[src/core/tbpwm_pkg.sv]
package tbpwm_pkg;

  // ------------------------------------------------------------
  // register indices (byte address = index * 4)
  // ------------------------------------------------------------
  localparam logic [7:0]  TBPWM_IDX_MODE   = 8'hDC;     // timer_mode_reg
  localparam logic [7:0]  TBPWM_IDX_COUNT  = 8'hDD;     // timer_count
  localparam logic [7:0]  TBPWM_IDX_REF    = 8'hDE;     // timer_reference, write-only
  localparam logic [7:0]  TBPWM_IDX_IRQ    = 8'hDF;     // irq enable / flag
  localparam int          TBPWM_ADDR_LSB   = 2;         // word aligned
  localparam int          TBPWM_ADDR_W     = 12;        // decoded address bits

  // ------------------------------------------------------------
  // mode register fields
  // ------------------------------------------------------------
  localparam int          TBPWM_M_PWM_OE   = 0;         // pwm_out_enable
  localparam int          TBPWM_M_TOG_OE   = 1;         // toggle_out_enable
  localparam int          TBPWM_M_ALOAD    = 2;         // auto_reload_select
  localparam int          TBPWM_M_CKS      = 3;         // clock_source_select
  localparam int          TBPWM_M_RATE_LO  = 4;         // prescale_select low bit
  localparam int          TBPWM_M_RATE_HI  = 6;         // prescale_select high bit
  localparam int          TBPWM_M_RUN      = 7;         // timer_run_enable
  localparam logic [7:0]  TBPWM_MODE_RST   = 8'h00;

  // ------------------------------------------------------------
  // irq register fields
  // ------------------------------------------------------------
  localparam int          TBPWM_I_FLAG     = 0;         // timer_irq_flag
  localparam int          TBPWM_I_EN       = 1;         // timer_irq_enable

  // ------------------------------------------------------------
  // period masks per {auto_reload_select, toggle_out_enable}
  // ------------------------------------------------------------
  localparam logic [7:0]  TBPWM_MASK_256   = 8'hFF;
  localparam logic [7:0]  TBPWM_MASK_64    = 8'h3F;
  localparam logic [7:0]  TBPWM_MASK_32    = 8'h1F;
  localparam logic [7:0]  TBPWM_MASK_16    = 8'h0F;
  localparam logic [7:0]  TBPWM_ZERO8      = 8'h00;
  localparam logic [31:0] TBPWM_ZERO32     = 32'h0000_0000;

  // ------------------------------------------------------------
  // prescaler: code 0 divides by 256, code 7 by 2
  // ------------------------------------------------------------
  localparam int          TBPWM_PRE_W      = 8;
  localparam logic [2:0]  TBPWM_RATE_MAX   = 3'h7;

endpackage : tbpwm_pkg

[src/core/tbpwm_prescaler.sv]
`timescale 1ns/1ps
`default_nettype none

module tbpwm_prescaler
  import tbpwm_pkg::*;
(
  // clock and reset
  input  wire logic       pclk,
  input  wire logic       presetn,
  input  wire logic       ce,
  // control
  input  wire logic [2:0] rate,     // prescale_select
  // tick out
  output logic            tick      // one-cycle pulse per divided period
);

  // ------------------------------------------------------------
  // free-running divider
  // ------------------------------------------------------------
  logic [TBPWM_PRE_W-1:0] div_cnt;  // free counter
  logic [TBPWM_PRE_W-1:0] low_mask; // bits that must be all ones
  logic [2:0]             shift;    // how far the mask is narrowed

  // divisor 256 >> rate: the low (8 - rate) bits are all ones once per period
  always_comb begin
    shift    = rate;
    low_mask = TBPWM_MASK_256 >> shift;
  end

  // divider keeps running, so a rate change takes effect without restart
  always_ff @(posedge pclk or negedge presetn) begin
    if (!presetn) begin
      div_cnt <= TBPWM_ZERO8;
      tick    <= 1'b0;
    end else if (ce) begin
      div_cnt <= div_cnt + 8'h01;
      tick    <= ((div_cnt & low_mask) == low_mask);
    end
  end

endmodule // tbpwm_prescaler

`default_nettype wire

[src/core/tbpwm_top.sv]
`timescale 1ns/1ps
`default_nettype none

// What this block does
// - buzzer output toggles on every overflow
// - toggle enable drives pin, disables gpio
// - run enable clear stops counter and outputs
// - pwm period 256, 64, 32 or 16
// - pwm output high when counter wraps, if reference live bits nonzero
// - pwm high while count below reference
// - duty equals reference over period length
// - pwm enable drives pin, disables gpio
// - reference is write-only, plain writes only
// - every overflow sets irq flag in pwm
// - counter write changes current duty at once
// - rate select in mode bits six:four
// - overflow with auto-reload loads reference
// - pwm mode always reloads on overflow
// - rate code divides cpu clock 256..2
// - clock source counts external falling edges
module tbpwm_top
  import tbpwm_pkg::*;
(
  // clock, reset, clock enable
  input  wire logic        pclk,
  input  wire logic        presetn,
  input  wire logic        ce,
  // apb slave
  input  wire logic        psel,
  input  wire logic        penable,
  input  wire logic        pwrite,
  input  wire logic [11:0] paddr,
  input  wire logic [31:0] pwdata,
  output logic      [31:0] prdata,
  output logic             pready,
  output logic             pslverr,
  // external event input
  input  wire logic        external_event_pin,
  // shared output pin
  output logic             shared_output_pin_o,
  output logic             shared_output_pin_oe,
  output logic             gpio_disable,
  // status
  output logic             timer_irq_flag,
  output logic             toggle_out_signal
);

  // ------------------------------------------------------------
  // register state
  // ------------------------------------------------------------
  logic [7:0] timer_mode_reg;    // run, rate, source, reload, enables
  logic [7:0] timer_count;       // the counter itself
  logic [7:0] timer_reference;   // compare / reload value
  logic       timer_irq_enable;  // kept for software, gates nothing here
  logic       pwm_level;         // raw pwm waveform

  // ------------------------------------------------------------
  // field decode
  // ------------------------------------------------------------
  logic       pwm_out_enable;       // pwm mode
  logic       toggle_out_enable;    // buzzer enable / period select
  logic       auto_reload_select;   // reload / period select
  logic       clock_source_select;  // 1 = external events
  logic       timer_run_enable;     // counter runs
  logic [2:0] prescale_select;      // internal divider code

  assign pwm_out_enable      = timer_mode_reg[TBPWM_M_PWM_OE];
  assign toggle_out_enable   = timer_mode_reg[TBPWM_M_TOG_OE];
  assign auto_reload_select  = timer_mode_reg[TBPWM_M_ALOAD];
  assign clock_source_select = timer_mode_reg[TBPWM_M_CKS];
  assign timer_run_enable    = timer_mode_reg[TBPWM_M_RUN];
  assign prescale_select     = timer_mode_reg[TBPWM_M_RATE_HI:TBPWM_M_RATE_LO];

  // ------------------------------------------------------------
  // apb decode
  // ------------------------------------------------------------
  logic [9:0] word_idx;   // word index of the access
  logic       access;     // access phase, not yet answered
  logic       wr_en;      // write takes effect this edge
  logic       rd_en;      // read data captured this edge
  logic       hit_mode;   // mode register selected
  logic       hit_count;  // counter selected
  logic       hit_ref;    // reference selected
  logic       hit_irq;    // irq register selected
  logic       hit_any;    // any mapped register

  assign word_idx  = paddr[TBPWM_ADDR_W-1:TBPWM_ADDR_LSB];
  assign access    = ce && psel && penable && !pready;
  assign wr_en     = access && pwrite;
  assign rd_en     = access && !pwrite;
  assign hit_mode  = (word_idx == {2'b00, TBPWM_IDX_MODE});
  assign hit_count = (word_idx == {2'b00, TBPWM_IDX_COUNT});
  assign hit_ref   = (word_idx == {2'b00, TBPWM_IDX_REF});
  assign hit_irq   = (word_idx == {2'b00, TBPWM_IDX_IRQ});
  assign hit_any   = hit_mode || hit_count || hit_ref || hit_irq;

  // ------------------------------------------------------------
  // apb answer: one wait state, every output registered
  // ------------------------------------------------------------
  // pready rises one edge into the access phase and drops after it
  always_ff @(posedge pclk or negedge presetn) begin
    if (!presetn) begin
      pready  <= 1'b0;
      pslverr <= 1'b0;
    end else if (ce) begin
      pready  <= access;
      pslverr <= access && !hit_any;  // unmapped address answers with error
    end
  end

  // read data; reference reads as zero because it is write-only
  always_ff @(posedge pclk or negedge presetn) begin
    if (!presetn) begin
      prdata <= TBPWM_ZERO32;
    end else if (ce) begin
      if (rd_en) begin
        if (hit_mode) begin
          prdata <= {24'h00_0000, timer_mode_reg};
        end else if (hit_count) begin
          prdata <= {24'h00_0000, timer_count};
        end else if (hit_irq) begin
          prdata <= {30'h0, timer_irq_enable, timer_irq_flag};
        end else begin
          prdata <= TBPWM_ZERO32;
        end
      end else begin
        prdata <= TBPWM_ZERO32;
      end
    end
  end

  // ------------------------------------------------------------
  // tick sources
  // ------------------------------------------------------------
  logic pre_tick;   // internal divided clock tick
  logic ext_s1;     // synchroniser stage one
  logic ext_s2;     // synchroniser stage two
  logic ext_s3;     // previous synchronised level
  logic ext_fall;   // falling edge on the event pin
  logic tick;       // selected count tick

  tbpwm_prescaler u_prescaler (
    .pclk    (pclk),
    .presetn (presetn),
    .ce      (ce),
    .rate    (prescale_select),
    .tick    (pre_tick)
  );

  // pin is asynchronous: two flops before the edge detector sees it
  always_ff @(posedge pclk or negedge presetn) begin
    if (!presetn) begin
      ext_s1 <= 1'b1;
      ext_s2 <= 1'b1;
      ext_s3 <= 1'b1;
    end else if (ce) begin
      ext_s1 <= external_event_pin;
      ext_s2 <= ext_s1;
      ext_s3 <= ext_s2;
    end
  end

  assign ext_fall = ext_s3 && !ext_s2;
  // rate code is ignored while counting external events
  assign tick     = timer_run_enable &&
                    (clock_source_select ? ext_fall : pre_tick);

  // ------------------------------------------------------------
  // period and overflow
  // ------------------------------------------------------------
  logic [7:0] period_mask;  // live counter bits
  logic       overflow;     // counter leaves its top value
  logic       reload;       // reference goes into the counter
  logic [7:0] next_count;   // counter after a tick

  // period only shortens in pwm mode; plain timer always uses 256
  always_comb begin
    if (!pwm_out_enable) begin
      period_mask = TBPWM_MASK_256;
    end else begin
      unique case ({auto_reload_select, toggle_out_enable})
        2'b00: period_mask = TBPWM_MASK_256;
        2'b01: period_mask = TBPWM_MASK_64;
        2'b10: period_mask = TBPWM_MASK_32;
        2'b11: period_mask = TBPWM_MASK_16;
      endcase
    end
  end

  assign overflow = tick && ((timer_count & period_mask) == period_mask);
  assign reload   = pwm_out_enable || auto_reload_select;

  // pwm reload keeps only the bits above the period, so the live
  // bits restart at zero and each period opens high when the reference's live bits are nonzero
  always_comb begin
    if (!overflow) begin
      next_count = timer_count + 8'h01;
    end else if (pwm_out_enable) begin
      next_count = timer_reference & ~period_mask;
    end else if (reload) begin
      next_count = timer_reference;
    end else begin
      next_count = TBPWM_ZERO8;
    end
  end

  // ------------------------------------------------------------
  // mode and reference registers
  // ------------------------------------------------------------
  // software is expected to stop the timer before reconfiguring
  always_ff @(posedge pclk or negedge presetn) begin
    if (!presetn) begin
      timer_mode_reg <= TBPWM_MODE_RST;
    end else if (ce && wr_en && hit_mode) begin
      timer_mode_reg <= pwdata[7:0];
    end
  end

  // write-only; takes effect at once, so a mid-period write distorts
  // that period unless done just after an overflow
  always_ff @(posedge pclk or negedge presetn) begin
    if (!presetn) begin
      timer_reference <= TBPWM_ZERO8;
    end else if (ce && wr_en && hit_ref) begin
      timer_reference <= pwdata[7:0];
    end
  end

  // ------------------------------------------------------------
  // counter
  // ------------------------------------------------------------
  // a software write beats a tick in the same cycle
  always_ff @(posedge pclk or negedge presetn) begin
    if (!presetn) begin
      timer_count <= TBPWM_ZERO8;
    end else if (ce) begin
      if (wr_en && hit_count) begin
        timer_count <= pwdata[7:0];
      end else if (tick) begin
        timer_count <= next_count;
      end
    end
  end

  // ------------------------------------------------------------
  // irq flag and enable
  // ------------------------------------------------------------
  // overflow sets the flag; a set in the clearing cycle wins
  always_ff @(posedge pclk or negedge presetn) begin
    if (!presetn) begin
      timer_irq_flag   <= 1'b0;
      timer_irq_enable <= 1'b0;
    end else if (ce) begin
      if (wr_en && hit_irq) begin
        timer_irq_enable <= pwdata[TBPWM_I_EN];
      end
      if (overflow) begin
        timer_irq_flag <= 1'b1;
      end else if (wr_en && hit_irq) begin
        timer_irq_flag <= pwdata[TBPWM_I_FLAG];
      end
    end
  end

  // ------------------------------------------------------------
  // waveform generators
  // ------------------------------------------------------------
  // buzzer: one toggle per overflow gives half the overflow rate
  always_ff @(posedge pclk or negedge presetn) begin
    if (!presetn) begin
      toggle_out_signal <= 1'b0;
    end else if (ce) begin
      if (!timer_run_enable) begin
        toggle_out_signal <= 1'b0;
      end else if (overflow) begin
        toggle_out_signal <= !toggle_out_signal;
      end
    end
  end

  // pwm: compare is continuous, against the counter value after this edge;
  // with the live bits at zero the level is high unless the reference's live bits are zero
  logic [7:0] cmp_count;  // counter value next cycle

  always_comb begin
    if (wr_en && hit_count) begin
      cmp_count = pwdata[7:0];
    end else if (tick) begin
      cmp_count = next_count;
    end else begin
      cmp_count = timer_count;
    end
  end

  always_ff @(posedge pclk or negedge presetn) begin
    if (!presetn) begin
      pwm_level <= 1'b0;
    end else if (ce) begin
      if (!timer_run_enable) begin
        pwm_level <= 1'b0;
      end else begin
        pwm_level <= ((cmp_count & period_mask) <
                      (timer_reference & period_mask));
      end
    end
  end

  // pin follows the generators one cycle later
  logic next_pwm_src;  // pwm level to the pin
  logic next_tog_src;  // buzzer level to the pin

  assign next_pwm_src = pwm_level;
  assign next_tog_src = toggle_out_signal;

  // ------------------------------------------------------------
  // shared pin mux
  // ------------------------------------------------------------
  // pwm enable wins; buzzer is only valid with pwm enable clear
  always_ff @(posedge pclk or negedge presetn) begin
    if (!presetn) begin
      shared_output_pin_o  <= 1'b0;
      shared_output_pin_oe <= 1'b0;
      gpio_disable         <= 1'b0;
    end else if (ce) begin
      if (pwm_out_enable) begin
        shared_output_pin_o  <= timer_run_enable && ((next_pwm_src));
        shared_output_pin_oe <= 1'b1;
        gpio_disable         <= 1'b1;
      end else if (toggle_out_enable) begin
        shared_output_pin_o  <= timer_run_enable && next_tog_src;
        shared_output_pin_oe <= 1'b1;
        gpio_disable         <= 1'b1;
      end else begin
        shared_output_pin_o  <= 1'b0;
        shared_output_pin_oe <= 1'b0;
        gpio_disable         <= 1'b0;
      end
    end
  end

endmodule // tbpwm_top

`default_nettype wire
[config.mk]
export PLATFORM = sky130hd
export DESIGN_NAME = tbpwm_top
export DESIGN_NICKNAME = d
export VERILOG_FILES = /design/src/core/tbpwm_pkg.sv /design/src/core/tbpwm_prescaler.sv /design/src/core/tbpwm_top.sv
export SDC_FILE = /design/constraint.sdc
export NUM_CORES = 1
export LEC_CHECK = 0
export ABC_CLOCK_PERIOD_IN_PS = 2900
export BUFFER_PORTS_ARGS = -buffer_cell sky130_fd_sc_hd__buf_4
export CORE_MARGIN = 2
export CORE_UTILIZATION = 53
export DETAILED_ROUTE_END_ITERATION = 10
export PLACE_DENSITY = 0.8
export SLEW_MARGIN = 30
export SYNTH_ARGS = -nofsm -noshare
export SYNTH_HDL_FRONTEND = slang
export SYNTH_SLANG_ARGS = --single-unit
[constraint.sdc]
create_clock -name pclk -period 2.9 [get_ports pclk]
set_input_delay 0.58 -clock pclk [delete_from_list [all_inputs] [get_ports pclk]]
set_output_delay 0.58 -clock pclk [all_outputs]
set_load 0.05 [all_outputs]
==> reports/results.md <==
| Quantity | Value | Unit |
|---|---|---|
| Result of the run | finished clean | - |
| Critical path endpoint category | register | - |
| Number of buffers between clock root and the deepest sink | 2 | - |
| Vertical extent of the die | 82.6 | um |
| Wire length of the first global-routing pass | 12,900 | um |
| Static leakage power | 0.00182 | uW |
| Residual DRC count | 0 | - |
| Worst Tran Pin Value | 0.642 | ns |
| Clock Sink Count | 52 | - |
| Number of iterations in the first detailed-routing pass | 5 | - |
| Met3 WL | 557 | um |
| Worst-path clk slew | 0.10 | ns |
| Gate power share | 0.197 | - |
| Routed WL | 8180 | um |
| Worst Path Max Fanout | 3 | - |
| Worst reg2reg path endpoint | next_pwm_src$_DFFE_PN0P_ | - |
| CP Data Required Time | 3.15 | ns |
| Root buf cell | sky130_fd_sc_hd__clkbuf_8 | - |
| Yosys cell types | 60 | - |
| Vias after detailed routing | 2,838 | - |
| Relative slew slack | 0.572 | - |
| Horizontal die dimension | 82.6 | um |
| Reg2Reg Depth | 11 | - |
| Number of filler instances in the final layout | 467 | - |
| Synthesized area | 3270 | um2 |
| Area growth from synthesis to layout | 19.0 | % |
| DP HPWL | 6140 | um |
| Area of all sequential standard cells | 1310 | um2 |
| Clk Latency, worst-skew pair | 0.32 | ns |
| Maximum number of pins on one net before global-route repair | 53 | - |
| Pint | 1090 | uW |
| Count of nets after finishing | 452 | - |
| Register share of total power | 0.535 | - |
| Async set or reset register ratio after synthesis | 1.00 | - |
| Top layer reached by signal wires | met4 | - |
| Worst Hold Class | input pin to asynchronous set/reset pin | - |
| Number of cells produced by synthesis | 335 | - |
| Time the worst path needs with I/O delays and setup | 2.78 | ns |
| Share of total power in the clock network | 0.268 | - |
| Kind of start point of the critical path | register | - |
| RePlAce Congestion | 0.956 | - |
| Total count of max-transition violations in the final report | 0 | - |
| End point of the critical path | next_pwm_src$_DFFE_PN0P_ | - |
| Maximum Capacitance Violations | 0 | - |
| Count of port buffers added during placement | 39 | - |
| WL met1 | 3360 | um |
| Power per Cell Area | 414 | nW/um2 |
| Vias per cell | 6.06 | - |
| Period utilization | 0.959 | - |
| Vias in the first global route | 2,616 | - |
| Initial core utilization | 0.549 | - |
| Overall global routing resource usage | 0.255 | - |
| Switching power | 525 | uW |
| # H-tree levels | 2 | - |
| Total negative slack | 0 | ns |
| Highest attainable clock frequency | 360 | MHz |
| Final Hold Fails | 0 | - |
| Net Sw Frac | 0.325 | - |
| Start-to-end type of the worst setup path | register to register | - |
| Post-route ant nets | 0 | - |
| Number of inserted diodes | 0 | - |
| Timing startpoint of the critical path | pready$_DFFE_PN0P_ | - |
| Top FF cell, synth | sky130_fd_sc_hd__dfrtp_1 | - |
| Power after layout | 1610 | uW |
| Post-Synthesis Mean Instance Area | 9.76 | um2 |
| Core Footprint | 5960 | um2 |
| Number of buffers inserted during clock tree synthesis | 5 | - |
| Wire length on met2 | 4000 | um |
| Floorplan row count | 28 | - |
| Critical path data arrival time | 3.03 | ns |
| Max IR drop VDD | 465 | uV |
| Reg2Reg Launch Point | pready$_DFFE_PN0P_ | - |
| IO Count | 90 | - |
| Area occupied by multi-input gates | 1830 | um2 |
| Iteration-0 DRC Markers | 289 | - |
| Number of antenna violations at the first check in global routing | 0 | - |
| Seq cells post-synth | 52 | - |
| Final design utilization | 0.654 | - |
| Number of flops mapped to enable cells by yosys | 0 | - |
| Leading cell types in the layout, fill and taps excluded | sky130_fd_sc_hd__buf_4, sky130_fd_sc_hd__dfrtp_1, sky130_fd_sc_hd__nand2_1 | - |
| Setup violation total in the final timing report | 0 | - |
| Seq/Total Area, Yosys | 0.399 | - |
| Worst R2R Setup Slack | 0.12 | ns |
| Count of yosys warnings during synthesis | 0 | - |
| Layout cells sized above 1 | 0.328 | - |
| Die Footprint | 6820 | um2 |
| Global route overflow | 0 | - |
| Average wire per standard cell | 17.5 | um |
| Worst clock skew on the final layout | 0.00962 | ns |
| Most common cell after layout, fill and taps aside | sky130_fd_sc_hd__buf_4 | - |
| Clock tree from TritonCTS | yes | - |
[per-stage QoR]
step	instance area, um2	hold WS [ns]	setup WS [ns]	instances
2_1_floorplan	3360	0.284	0.0114	358
3_3_place_gp	3710	0.458	-0.146	459
3_5_place_dp	3710	0.463	-0.241	459
4_1_cts	3810	0.310	0.0116	467
5_1_grt	3890	0.345	-0.00742	468
6_report	3890	0.274	0.120	468
[cells in the mapped netlist (3+ instances only)]
library cell,instances,area (um2)
sky130_fd_sc_hd__o2bb2ai_1,8,70.1
sky130_fd_sc_hd__nor2b_1,3,18.8
sky130_fd_sc_hd__nand3_1,12,60.1
sky130_fd_sc_hd__a22o_1,4,35.0
sky130_fd_sc_hd__inv_1,9,33.8
sky130_fd_sc_hd__buf_4,26,195
sky130_fd_sc_hd__nor2_1,15,56.3
sky130_fd_sc_hd__xor2_1,5,43.8
sky130_fd_sc_hd__ha_1,9,113
sky130_fd_sc_hd__o21ai_0,22,110
sky130_fd_sc_hd__dfrtp_1,49,1230
sky130_fd_sc_hd__a21o_1,4,30.0
sky130_fd_sc_hd__buf_2,5,25.0
sky130_fd_sc_hd__dfstp_2,3,78.8
sky130_fd_sc_hd__nand4_1,13,81.3
sky130_fd_sc_hd__mux2_2,21,236
sky130_fd_sc_hd__a211oi_1,4,30.0
sky130_fd_sc_hd__o31ai_1,3,22.5
sky130_fd_sc_hd__o211ai_1,5,37.5
sky130_fd_sc_hd__a21oi_1,10,50.1
sky130_fd_sc_hd__a22oi_1,3,22.5
sky130_fd_sc_hd__xnor2_1,4,35.0
sky130_fd_sc_hd__nand2_1,27,101
sky130_fd_sc_hd__and3_1,5,31.3
sky130_fd_sc_hd__clkbuf_1,11,41.3
sky130_fd_sc_hd__mux2i_1,9,90.1
sky130_fd_sc_hd__and4_1,4,35.0
[power by group through the flow]
stage	registers (uW)	clock network [uW]	logic, uW
after floorplan	869	0	236
after global placement	871	0	302
after detailed placement	875	0	308
after CTS	861	437	311
after global routing	873	470	356
final	862	432	318
[logic make-up after synthesis]
group | synth area share
xor gates and xnor gates | 0.0241
adders and majority gates | 0.0344
and+or+nand+nor | 0.173
AOI/OAI and AO/OA | 0.175
muxes | 0.0998
buffers and inverters | 0.0930
DFF | 0.399
other | 0.00115
[worst max-delay path: stages, from the launching register on]
cell and delay [ns]:
sky130_fd_sc_hd__dfrtp_1 0.40, sky130_fd_sc_hd__and4b_2 0.32, sky130_fd_sc_hd__nand4_4 0.11, sky130_fd_sc_hd__or3b_4 0.41, sky130_fd_sc_hd__a41oi_2 0.24, sky130_fd_sc_hd__a21oi_1 0.07
sky130_fd_sc_hd__ha_1 0.32, sky130_fd_sc_hd__a211oi_2 0.24, sky130_fd_sc_hd__o21ai_1 0.14, sky130_fd_sc_hd__nor4_1 0.26, sky130_fd_sc_hd__a21oi_1 0.10, sky130_fd_sc_hd__nor2_1 0.11
[area by class of cell]
cell class | count | share of cell area
Tap cell | 75 | 0.0241
Inverter | 9 | 0.00868
Sequential cell | 52 | 0.337
Clock inverter | 3 | 0.00546
Clock buffer | 5 | 0.0177
Timing Repair Buffer | 71 | 0.137
Multi-Input combinational cell | 253 | 0.471
[how the worst min path moves through the flow]
| stage | endpoint | slack, ns | cells after the start |
|---|---|---|---|
| after floorplan | gpio_disable$_DFFE_PN0P_ | 0.28 | 0 |
| after global placement | u_prescaler.tick$_DFFE_PN0P_ | 0.46 | 1 |
| after detailed placement | u_prescaler.tick$_DFFE_PN0P_ | 0.46 | 1 |
| after CTS | pslverr$_DFFE_PN0P_ | 0.31 | 1 |
| after global routing | prdata[0]$_DFFE_PN0P_ | 0.34 | 1 |
| final | pslverr$_DFFE_PN0P_ | 0.27 | 1 |
[layer usage]
metal | GRT usage | vias up
met5 | 0 | -
li1 | - | 1306
met3 | 0.0500 | 24
met1 | 0.322 | 1394
met4 | 0.0967 | 0
met2 | 0.431 | 114
[repair_timing]
item / CTS / global route
buffers inserted: 0 / 1
pin swaps: 0 / 2
gates cloned: 0 / 0
endpoints found under the setup margin: 1 / 1
resized for setup: 3 / 23
endpoints found under the hold margin: 0 / 0
hold buffers: 0 / 0
(Power assumes the default switching activity.)
